--- src/lcs_pkg.sv ---
package lcs_pkg;

   // ==========================================================
   // Selector codes
   // ==========================================================
   localparam logic [1:0] LCS_SRC_LUT_F = 2'h0;
   localparam logic [1:0] LCS_SRC_LUT_G = 2'h1;
   localparam logic [1:0] LCS_SRC_LUT_H = 2'h2;
   localparam logic [1:0] LCS_SRC_DIRECT = 2'h3;

   // ==========================================================
   // Widths and reset values
   // ==========================================================
   localparam int LCS_NUM_CTRL = 4;
   localparam int LCS_NUM_ELEM = 2;
   localparam logic LCS_RST_BIT = 1'h0;
   localparam logic LCS_ONE_BIT = 1'h1;

   // ==========================================================
   // Configuration carriers
   // ==========================================================
   // Configuration of one storage element and its output selector.
   typedef struct packed {
      logic invert_clk;
      logic latch_mode;
      logic init_set;
      logic preset_clear_enable;
      logic capture_used;
      logic [1:0] data_sel;
      logic bypass;
      logic [1:0] bypass_sel;
   } lcs_elem_cfg_s;

   // Configuration shared by the whole cell.
   typedef struct packed {
      logic [1:0] map_capture;
      logic [1:0] map_preset_lut_zero;
      logic [1:0] map_direct_lut_two;
      logic [1:0] map_lut_one;
      logic mem_mode;
      logic ram_wide;
      logic global_from_node;
      logic global_pin_invert;
   } lcs_cell_cfg_s;

   // Internal control signals after the input mapping.
   typedef struct packed {
      logic capture_enable;
      logic preset_or_lut_zero;
      logic direct_or_lut_two;
      logic lut_one;
   } lcs_ctrl_s;

   // Boot sequencer states.
   typedef enum logic [1:0] {
      LCS_ST_LOAD = 2'h1,
      LCS_ST_RUN = 2'h2
   } lcs_boot_e;

endpackage : lcs_pkg

--- src/lcs_cell.sv ---
// Summary of operation
// Two edge-triggered storage elements share one clock and one enable.
// Each element picks rising or falling clock edge on its own.
// Enable is active high, not invertible; unused enable counts as high.
// Flip-flop loads data on active edge when enabled, otherwise holds.
// Latch mode passes data at inactive clock level, holds at active.
// One bit per element picks set or reset for boot, global, local.
// Local preset/clear is active high and forces the configured value.
// Set/reset choice and local input enable are per element.
// Global net forces configured value at boot, reconfig or when active.
// Global net comes from a pin, optionally inverted, or a node.
// Each data input selects F, G, H output or direct input.
// Each registered output selects element or any control input.
// Four control inputs map freely onto four internal controls.
// Memory mode turns controls into enable, write enable, two data.
// Elements work as registers regardless of function generators.
module lcs_cell
   import lcs_pkg::*;
(
   input wire logic clk_sys,
   input wire logic nrst,
   input wire lcs_cell_cfg_s cell_cfg,
   input wire lcs_elem_cfg_s [LCS_NUM_ELEM-1:0] elem_cfg,
   input wire logic reconfig_req,
   input wire logic cell_clock_pin,
   input wire logic global_pin,
   input wire logic global_node,
   input wire logic [LCS_NUM_CTRL-1:0] cell_control_inputs,
   input wire logic lut_f_out,
   input wire logic lut_g_out,
   input wire logic lut_h_out,
   output logic first_registered_out,
   output logic second_registered_out,
   output logic third_lut_input_zero,
   output logic third_lut_input_one,
   output logic third_lut_input_two,
   output logic ram_write_enable,
   output logic ram_write_data_low,
   output logic ram_data_or_top_addr,
   output logic ram_top_addr_mode,
   output logic ram_capture_enable,
   output logic cell_running
);

   // ==========================================================
   // Decoding helpers
   // ==========================================================
   function automatic logic pick_ctrl(
      input logic [1:0] sel,
      input logic [LCS_NUM_CTRL-1:0] ins
   );
      pick_ctrl = ins[sel];
   endfunction : pick_ctrl

   function automatic logic pick_data(
      input logic [1:0] sel,
      input logic f,
      input logic g,
      input logic h,
      input logic direct
   );
      case (sel)
         LCS_SRC_LUT_F: pick_data = f;
         LCS_SRC_LUT_G: pick_data = g;
         LCS_SRC_LUT_H: pick_data = h;
         default: pick_data = direct;
      endcase
   endfunction : pick_data

   // ==========================================================
   // Cell clock pin synchroniser
   // ==========================================================
   // The cell clock is a pin, so it is sampled on the system
   // clock; a change counts once the second and third stages
   // agree, which also rejects single-sample glitches.
   logic clk_meta_reg;
   logic clk_s2_reg;
   logic clk_s3_reg;
   logic clk_level_reg;
   logic clk_rise_reg;
   logic clk_fall_reg;

   always_ff @(posedge clk_sys or negedge nrst) begin
      if (!nrst) begin
         clk_meta_reg <= LCS_RST_BIT;
         clk_s2_reg <= LCS_RST_BIT;
         clk_s3_reg <= LCS_RST_BIT;
      end else begin
         clk_meta_reg <= cell_clock_pin;
         clk_s2_reg <= clk_meta_reg;
         clk_s3_reg <= clk_s2_reg;
      end
   end

   always_ff @(posedge clk_sys or negedge nrst) begin
      if (!nrst) begin
         clk_level_reg <= LCS_RST_BIT;
         clk_rise_reg <= LCS_RST_BIT;
         clk_fall_reg <= LCS_RST_BIT;
      end else begin
         clk_rise_reg <= LCS_RST_BIT;
         clk_fall_reg <= LCS_RST_BIT;
         if (clk_s2_reg == clk_s3_reg && clk_s3_reg != clk_level_reg) begin
            clk_level_reg <= clk_s3_reg;
            clk_rise_reg <= clk_s3_reg;
            clk_fall_reg <= !clk_s3_reg;
         end
      end
   end

   // ==========================================================
   // Global preset/clear source
   // ==========================================================
   logic gpin_meta_reg;
   logic gpin_s2_reg;
   logic gpin_s3_reg;
   logic gpin_level_reg;
   logic global_preset_clear;

   always_ff @(posedge clk_sys or negedge nrst) begin
      if (!nrst) begin
         gpin_meta_reg <= LCS_RST_BIT;
         gpin_s2_reg <= LCS_RST_BIT;
         gpin_s3_reg <= LCS_RST_BIT;
      end else begin
         gpin_meta_reg <= global_pin;
         gpin_s2_reg <= gpin_meta_reg;
         gpin_s3_reg <= gpin_s2_reg;
      end
   end

   always_ff @(posedge clk_sys or negedge nrst) begin
      if (!nrst) begin
         gpin_level_reg <= LCS_RST_BIT;
      end else if (gpin_s2_reg == gpin_s3_reg) begin
         gpin_level_reg <= gpin_s3_reg;
      end
   end

   // The node path is on the system clock and needs no sampling.
   always_comb begin
      if (cell_cfg.global_from_node) begin
         global_preset_clear = global_node;
      end else begin
         global_preset_clear = gpin_level_reg ^ cell_cfg.global_pin_invert;
      end
   end

   // ==========================================================
   // Boot sequencer
   // ==========================================================
   // After reset or a reconfiguration request every element is
   // loaded with its configured value before running.
   lcs_boot_e boot_reg;
   lcs_boot_e boot_next;
   logic force_init;

   always_comb begin
      boot_next = boot_reg;
      case (boot_reg)
         LCS_ST_LOAD: boot_next = LCS_ST_RUN;
         LCS_ST_RUN: begin
            if (reconfig_req) begin
               boot_next = LCS_ST_LOAD;
            end
         end
         default: boot_next = LCS_ST_LOAD;
      endcase
   end

   always_ff @(posedge clk_sys or negedge nrst) begin
      if (!nrst) begin
         boot_reg <= LCS_ST_LOAD;
      end else begin
         boot_reg <= boot_next;
      end
   end

   assign force_init = (boot_reg != LCS_ST_RUN) || global_preset_clear;

   // ==========================================================
   // Control input mapping
   // ==========================================================
   lcs_ctrl_s ctrl;

   always_comb begin
      ctrl.capture_enable = pick_ctrl(cell_cfg.map_capture,
                                      cell_control_inputs);
      ctrl.preset_or_lut_zero = pick_ctrl(cell_cfg.map_preset_lut_zero,
                                          cell_control_inputs);
      ctrl.direct_or_lut_two = pick_ctrl(cell_cfg.map_direct_lut_two,
                                         cell_control_inputs);
      ctrl.lut_one = pick_ctrl(cell_cfg.map_lut_one,
                               cell_control_inputs);
   end

   // In memory mode the preset line is the write enable and no
   // longer reaches the storage elements.
   logic preset_to_elems;
   logic direct_to_elems;

   assign preset_to_elems = ctrl.preset_or_lut_zero && !cell_cfg.mem_mode;
   assign direct_to_elems = ctrl.direct_or_lut_two;

   // ==========================================================
   // Storage elements
   // ==========================================================
   logic [LCS_NUM_ELEM-1:0] elem_q;
   logic [LCS_NUM_ELEM-1:0] elem_edge;
   logic [LCS_NUM_ELEM-1:0] elem_inactive;
   logic [LCS_NUM_ELEM-1:0] elem_capture;
   logic [LCS_NUM_ELEM-1:0] elem_data;
   logic [LCS_NUM_ELEM-1:0] out_next;

   genvar gi;
   generate
      for (gi = 0; gi < LCS_NUM_ELEM; gi++) begin : g_elem
         // Both elements see the same clock and enable pins.
         assign elem_edge[gi] = elem_cfg[gi].invert_clk ?
                                clk_fall_reg : clk_rise_reg;
         assign elem_inactive[gi] = elem_cfg[gi].invert_clk ?
                                    clk_level_reg : !clk_level_reg;
         assign elem_capture[gi] = elem_cfg[gi].capture_used ?
                                   ctrl.capture_enable : LCS_ONE_BIT;
         assign elem_data[gi] = pick_data(elem_cfg[gi].data_sel,
                                          lut_f_out, lut_g_out, lut_h_out,
                                          direct_to_elems);
         assign out_next[gi] = elem_cfg[gi].bypass ?
                               pick_ctrl(elem_cfg[gi].bypass_sel,
                                         cell_control_inputs) :
                               elem_q[gi];

         lcs_store u_store (
            .clk_sys(clk_sys),
            .nrst(nrst),
            .active_edge(elem_edge[gi]),
            .clock_inactive(elem_inactive[gi]),
            .capture_enable(elem_capture[gi]),
            .async_preset_clear(preset_to_elems),
            .force_init(force_init),
            .init_set(elem_cfg[gi].init_set),
            .preset_clear_enable(elem_cfg[gi].preset_clear_enable),
            .latch_mode(elem_cfg[gi].latch_mode),
            .data_in(elem_data[gi]),
            .q(elem_q[gi])
         );
      end
   endgenerate

   // ==========================================================
   // Registered cell outputs
   // ==========================================================
   always_ff @(posedge clk_sys or negedge nrst) begin
      if (!nrst) begin
         first_registered_out <= LCS_RST_BIT;
         second_registered_out <= LCS_RST_BIT;
      end else begin
         first_registered_out <= out_next[0];
         second_registered_out <= out_next[1];
      end
   end

   // ==========================================================
   // Function generator and memory control outputs
   // ==========================================================
   // Logic mode drives the third function generator inputs;
   // memory mode drives the write port controls instead.
   always_ff @(posedge clk_sys or negedge nrst) begin
      if (!nrst) begin
         third_lut_input_zero <= LCS_RST_BIT;
         third_lut_input_one <= LCS_RST_BIT;
         third_lut_input_two <= LCS_RST_BIT;
      end else if (cell_cfg.mem_mode) begin
         third_lut_input_zero <= LCS_RST_BIT;
         third_lut_input_one <= LCS_RST_BIT;
         third_lut_input_two <= LCS_RST_BIT;
      end else begin
         third_lut_input_zero <= ctrl.preset_or_lut_zero;
         third_lut_input_one <= ctrl.lut_one;
         third_lut_input_two <= ctrl.direct_or_lut_two;
      end
   end

   always_ff @(posedge clk_sys or negedge nrst) begin
      if (!nrst) begin
         ram_write_enable <= LCS_RST_BIT;
         ram_write_data_low <= LCS_RST_BIT;
         ram_data_or_top_addr <= LCS_RST_BIT;
         ram_top_addr_mode <= LCS_RST_BIT;
         ram_capture_enable <= LCS_RST_BIT;
      end else if (cell_cfg.mem_mode) begin
         ram_write_enable <= ctrl.preset_or_lut_zero;
         ram_write_data_low <= ctrl.direct_or_lut_two;
         ram_data_or_top_addr <= ctrl.lut_one;
         ram_top_addr_mode <= cell_cfg.ram_wide;
         ram_capture_enable <= ctrl.capture_enable;
      end else begin
         ram_write_enable <= LCS_RST_BIT;
         ram_write_data_low <= LCS_RST_BIT;
         ram_data_or_top_addr <= LCS_RST_BIT;
         ram_top_addr_mode <= LCS_RST_BIT;
         ram_capture_enable <= LCS_RST_BIT;
      end
   end

   always_ff @(posedge clk_sys or negedge nrst) begin
      if (!nrst) begin
         cell_running <= LCS_RST_BIT;
      end else begin
         cell_running <= (boot_next == LCS_ST_RUN);
      end
   end

endmodule : lcs_cell

--- src/lcs_store.sv ---
module lcs_store
   import lcs_pkg::*;
(
   input wire logic clk_sys,
   input wire logic nrst,
   input wire logic active_edge,
   input wire logic clock_inactive,
   input wire logic capture_enable,
   input wire logic async_preset_clear,
   input wire logic force_init,
   input wire logic init_set,
   input wire logic preset_clear_enable,
   input wire logic latch_mode,
   input wire logic data_in,
   output logic q
);

   // ==========================================================
   // Storage element
   // ==========================================================
   // Global and local forcing beat clock, enable and data; the
   // hold case simply leaves the register untouched.
   logic q_reg;
   logic local_force;

   assign local_force = preset_clear_enable && async_preset_clear;
   assign q = q_reg;

   always_ff @(posedge clk_sys or negedge nrst) begin
      if (!nrst) begin
         q_reg <= LCS_RST_BIT;
      end else if (force_init) begin
         q_reg <= init_set;
      end else if (local_force) begin
         q_reg <= init_set;
      end else if (capture_enable) begin
         if (latch_mode) begin
            if (clock_inactive) begin
               q_reg <= data_in;
            end
         end else if (active_edge) begin
            q_reg <= data_in;
         end
      end
   end

endmodule : lcs_store

--- config.mk ---
export PLATFORM = sky130hd
export DESIGN_NAME = lcs_cell
export DESIGN_NICKNAME = d
export VERILOG_FILES = /design/src/lcs_pkg.sv /design/src/lcs_cell.sv /design/src/lcs_store.sv
export SDC_FILE = /design/constraint.sdc
export NUM_CORES = 1
export LEC_CHECK = 0
export ABC_AREA = 1
export BUFFER_PORTS_ARGS = -buffer_cell sky130_fd_sc_hd__buf_2
export CAP_MARGIN = 30
export CORE_MARGIN = 3
export CORE_UTILIZATION = 41
export CTS_BUF_LIST = sky130_fd_sc_hd__clkbuf_4
export DETAILED_ROUTE_END_ITERATION = 10
export GPL_ROUTABILITY_DRIVEN = 0
export PLACE_DENSITY = 0.72
export SYNTH_ARGS = -nofsm -noshare
export SYNTH_HDL_FRONTEND = slang
export SYNTH_SLANG_ARGS = --single-unit
export TNS_END_PERCENT = 20
--- constraint.sdc ---
create_clock -name clk_sys -period 2.3 [get_ports clk_sys]
set_input_delay 0.46 -clock clk_sys [delete_from_list [all_inputs] [get_ports clk_sys]]
set_output_delay 0.46 -clock clk_sys [all_outputs]
set_load 0.005 [all_outputs]
==> impl_metrics.ini <==
[cts]
holdBufCountCts = 0
cts.clk_slew.worst_paths_ns = 0.13
cts_root_buf = clkbuf_4
cts.sinks = 25
htree_levels = 1
post_cts_buffers = 0
cts_buffer_depth = 2
clock_latency_ns = 0.31
tritoncts = built
numCtsBuffers = 3
cts_resized = 0

[floorplan]
die_area_um2 = 3960
start_util = 0.432
std_cell_rows = 20
core_um2 = 3080
die_x_um = 62.9
io_pins = 56
fp.dieH_um = 62.9

[routing]
firstDrtPassIters = 5
drt_wl_total_um = 2740
vias_per_cell = 4.57
dr.first_iter.drc_count = 22
post_drt_wl_per_cell_um = 10.1
drc = 0
num_vias = 1235
ant_nets = 0

[worst_setup_path]
timing.rr.start = boot_reg[0]
reg2reg_depth = 8
critPathMaxFanout = 8
cpPeakStageDelay_ns = 0.56
critPathKind = register to register
path_cells = inv_2 > ha_1 > nand2_1 > nor2_4 > nand2_1 > nand2_1 > nand3_1 > nand2_1
startpoint = boot_reg[0]
slowest_stage = dfstp_2
cp-start-kind = register
end_kind = register
r2r_end = g_elem[1].u_store.q
worstPathRequired_ns = 2.51
arrival_ns = 1.56
crit_top_cell = nand2_1
endpoint = g_elem[1].u_store.q
rrSetupSlack_ns = 0.95

[run]
timing.max_cap.violations = 0

[grt]
grt_use_total = 0.140
grt_pass1_vias = 1083
grt_pass1_wl_um = 4480
grt.overflow.total = 0
antenna_found_initial = 0
grt_max_degree = 26

[sta]
hold_violations = 0
worst_pin_slew_ns = 0.535
setup_viol = 0
timing.final.crit_share = 0.585
grt_setup_unrepaired = false
fin_hold_ws_ns = 0.107
fmax_mhz = 743
min_period_ns = 1.35
slew_headroom = 0.644
fin_skew_ns = 0.00566
drv_slew = 0
fin_tns_setup_ns = 0

[status]
outcome = finished clean

[synthesis]
yosysSeqAreaShare = 0.472
synthArstFlopShare = 1.00
synth_cells = 167
muxShareOfSynthArea = 0
syn_nets = 214
ys_ff_latch = 25
synth.area.top_cells = dfrtp_1, nand2_1, inv_1, nand3_1, nor2_1
synth_top_cell_by_area = dfrtp_1
yosys.area_share.adder = 0.0264
yosys.area_share.simple = 0.341
synth_top_family_by_area = simple AND/OR/NAND/NOR gates
synth_warnings = 0
synth_top_area_share = 0.452
synth-edff-count = 0
synth-main-ff-cell = dfrtp_1
netlist_area_um2 = 1330
synth-xor-area-share = 0.00659
ys_types = 26
postSynthAreaPerCell_um2 = 7.96
synth_compound_area_frac = 0.0782

[min_path]
worstHoldPathType = primary input to async pin

[layout]
area.growth.synth_to_final_pct = 26.9
final_nets = 274
fillers = 310
layout-drive-gt1-share = 0.323
diodes = 0
stdcell_area_um2 = 1690
utilization = 0.548

[placement]
dp_hpwl_um = 2260
port_buffers = 55
placed_area_um2 = 1660

[power_and_ir_drop]
ir_drop_mv = 0.376
powerDensity_nw_per_um2 = 615
leakage_nw = 0.939
power_mw = 1.04
cell usage in the layout, fill, tap and decap left out, types with 2 or more instances in the layout:
master	count
nand3b_1	2
buf_2	55
nor2_1	20
nor3_1	3
o21ai_0	3
nand3_1	15
nand4_4	2
nand2_1	42
o211ai_1	2
nand3_2	3
inv_1	22
a21oi_1	7
ha_1	2
nand4_1	2
a31oi_1	3
clkbuf_4	3
dfrtp_1	24
inv_2	5
Yosys cell counts, types with 2 or more instances:
cell type / n
dfrtp_1: 24
a31oi_1: 3
nor2_1: 20
nand3_1: 15
a21oi_1: 7
nand2_1: 42
o21ai_0: 3
inv_2: 5
nand4_1: 2
o211ai_1: 2
nand3b_1: 2
inv_1: 22
nand3_2: 3
nand4_4: 2
ha_1: 2
nor3_1: 3
final cells by class:
type / instances / area, µm² / share of cell area
flip-flops and latches: 25 / 627 / 0.372
multi-input cells: 115 / 601 / 0.356
repair buffers: 55 / 275 / 0.163
inverters: 27 / 101 / 0.0601
well taps: 44 / 55.1 / 0.0326
clock buffers: 3 / 22.5 / 0.0134
clock inverters: 1 / 5.00 / 0.00297
layer usage:
metal / global-route usage / vias to the layer above / share of wire
met4: 0.0165 / 0 / 0.0051
met2: 0.254 / 30 / 0.51
li1: - / 652 / -
met3: 0.0378 / 2 / 0.052
met5: 0 / - / 0
met1: 0.169 / 551 / 0.43
through the flow:
step                setup WS [ns]  std cells
floorplan                    1.04        167
global placement            0.987        266
detailed placement          0.982        266
finish                      0.953        270
CTS                         0.955        270
global route                0.858        270
how the worst min path moves through the flow:
| stage | from | end | cells after the start |
|---|---|---|---|
| after detailed placement | gpin_meta_reg | gpin_s2_reg | 0 |
| after floorplan | nrst | boot_reg[1] | 0 |
| after global routing | nrst | boot_reg[1] | 1 |
| after global placement | gpin_meta_reg | gpin_s2_reg | 0 |
| after CTS | nrst | boot_reg[1] | 1 |
| final | nrst | boot_reg[1] | 1 |
report_power, final:
group | internal [mW] | switching (mW) | leakage (nW)
sequential | 0.504 | 0.0318 | 0.304
combinational | 0.136 | 0.177 | 0.617
clock | 0.0648 | 0.124 | 0.0177
total | 0.705 | 0.333 | 0.939
cells by family (layout without fill, tap and decap cells):
logic type / after synthesis / count (layout)
adders and majority gates: 3 / 3
DFF: 25 / 25
buffers and inverters: 27 / 86
AOI/OAI and AO/OA: 18 / 18
and+or+nand+nor: 93 / 93
xor gates and xnor gates: 1 / 1
critical path, delay by kind of cell, from the launching register on:
kind | cells | cell delay (ns)
buffers and inverters | 1 | 0.04
and+or+nand+nor | 6 | 0.43
adders and majority gates | 1 | 0.22
DFF | 1 | 0.56
No activity file was read; power rests on OpenSTA's default activity.
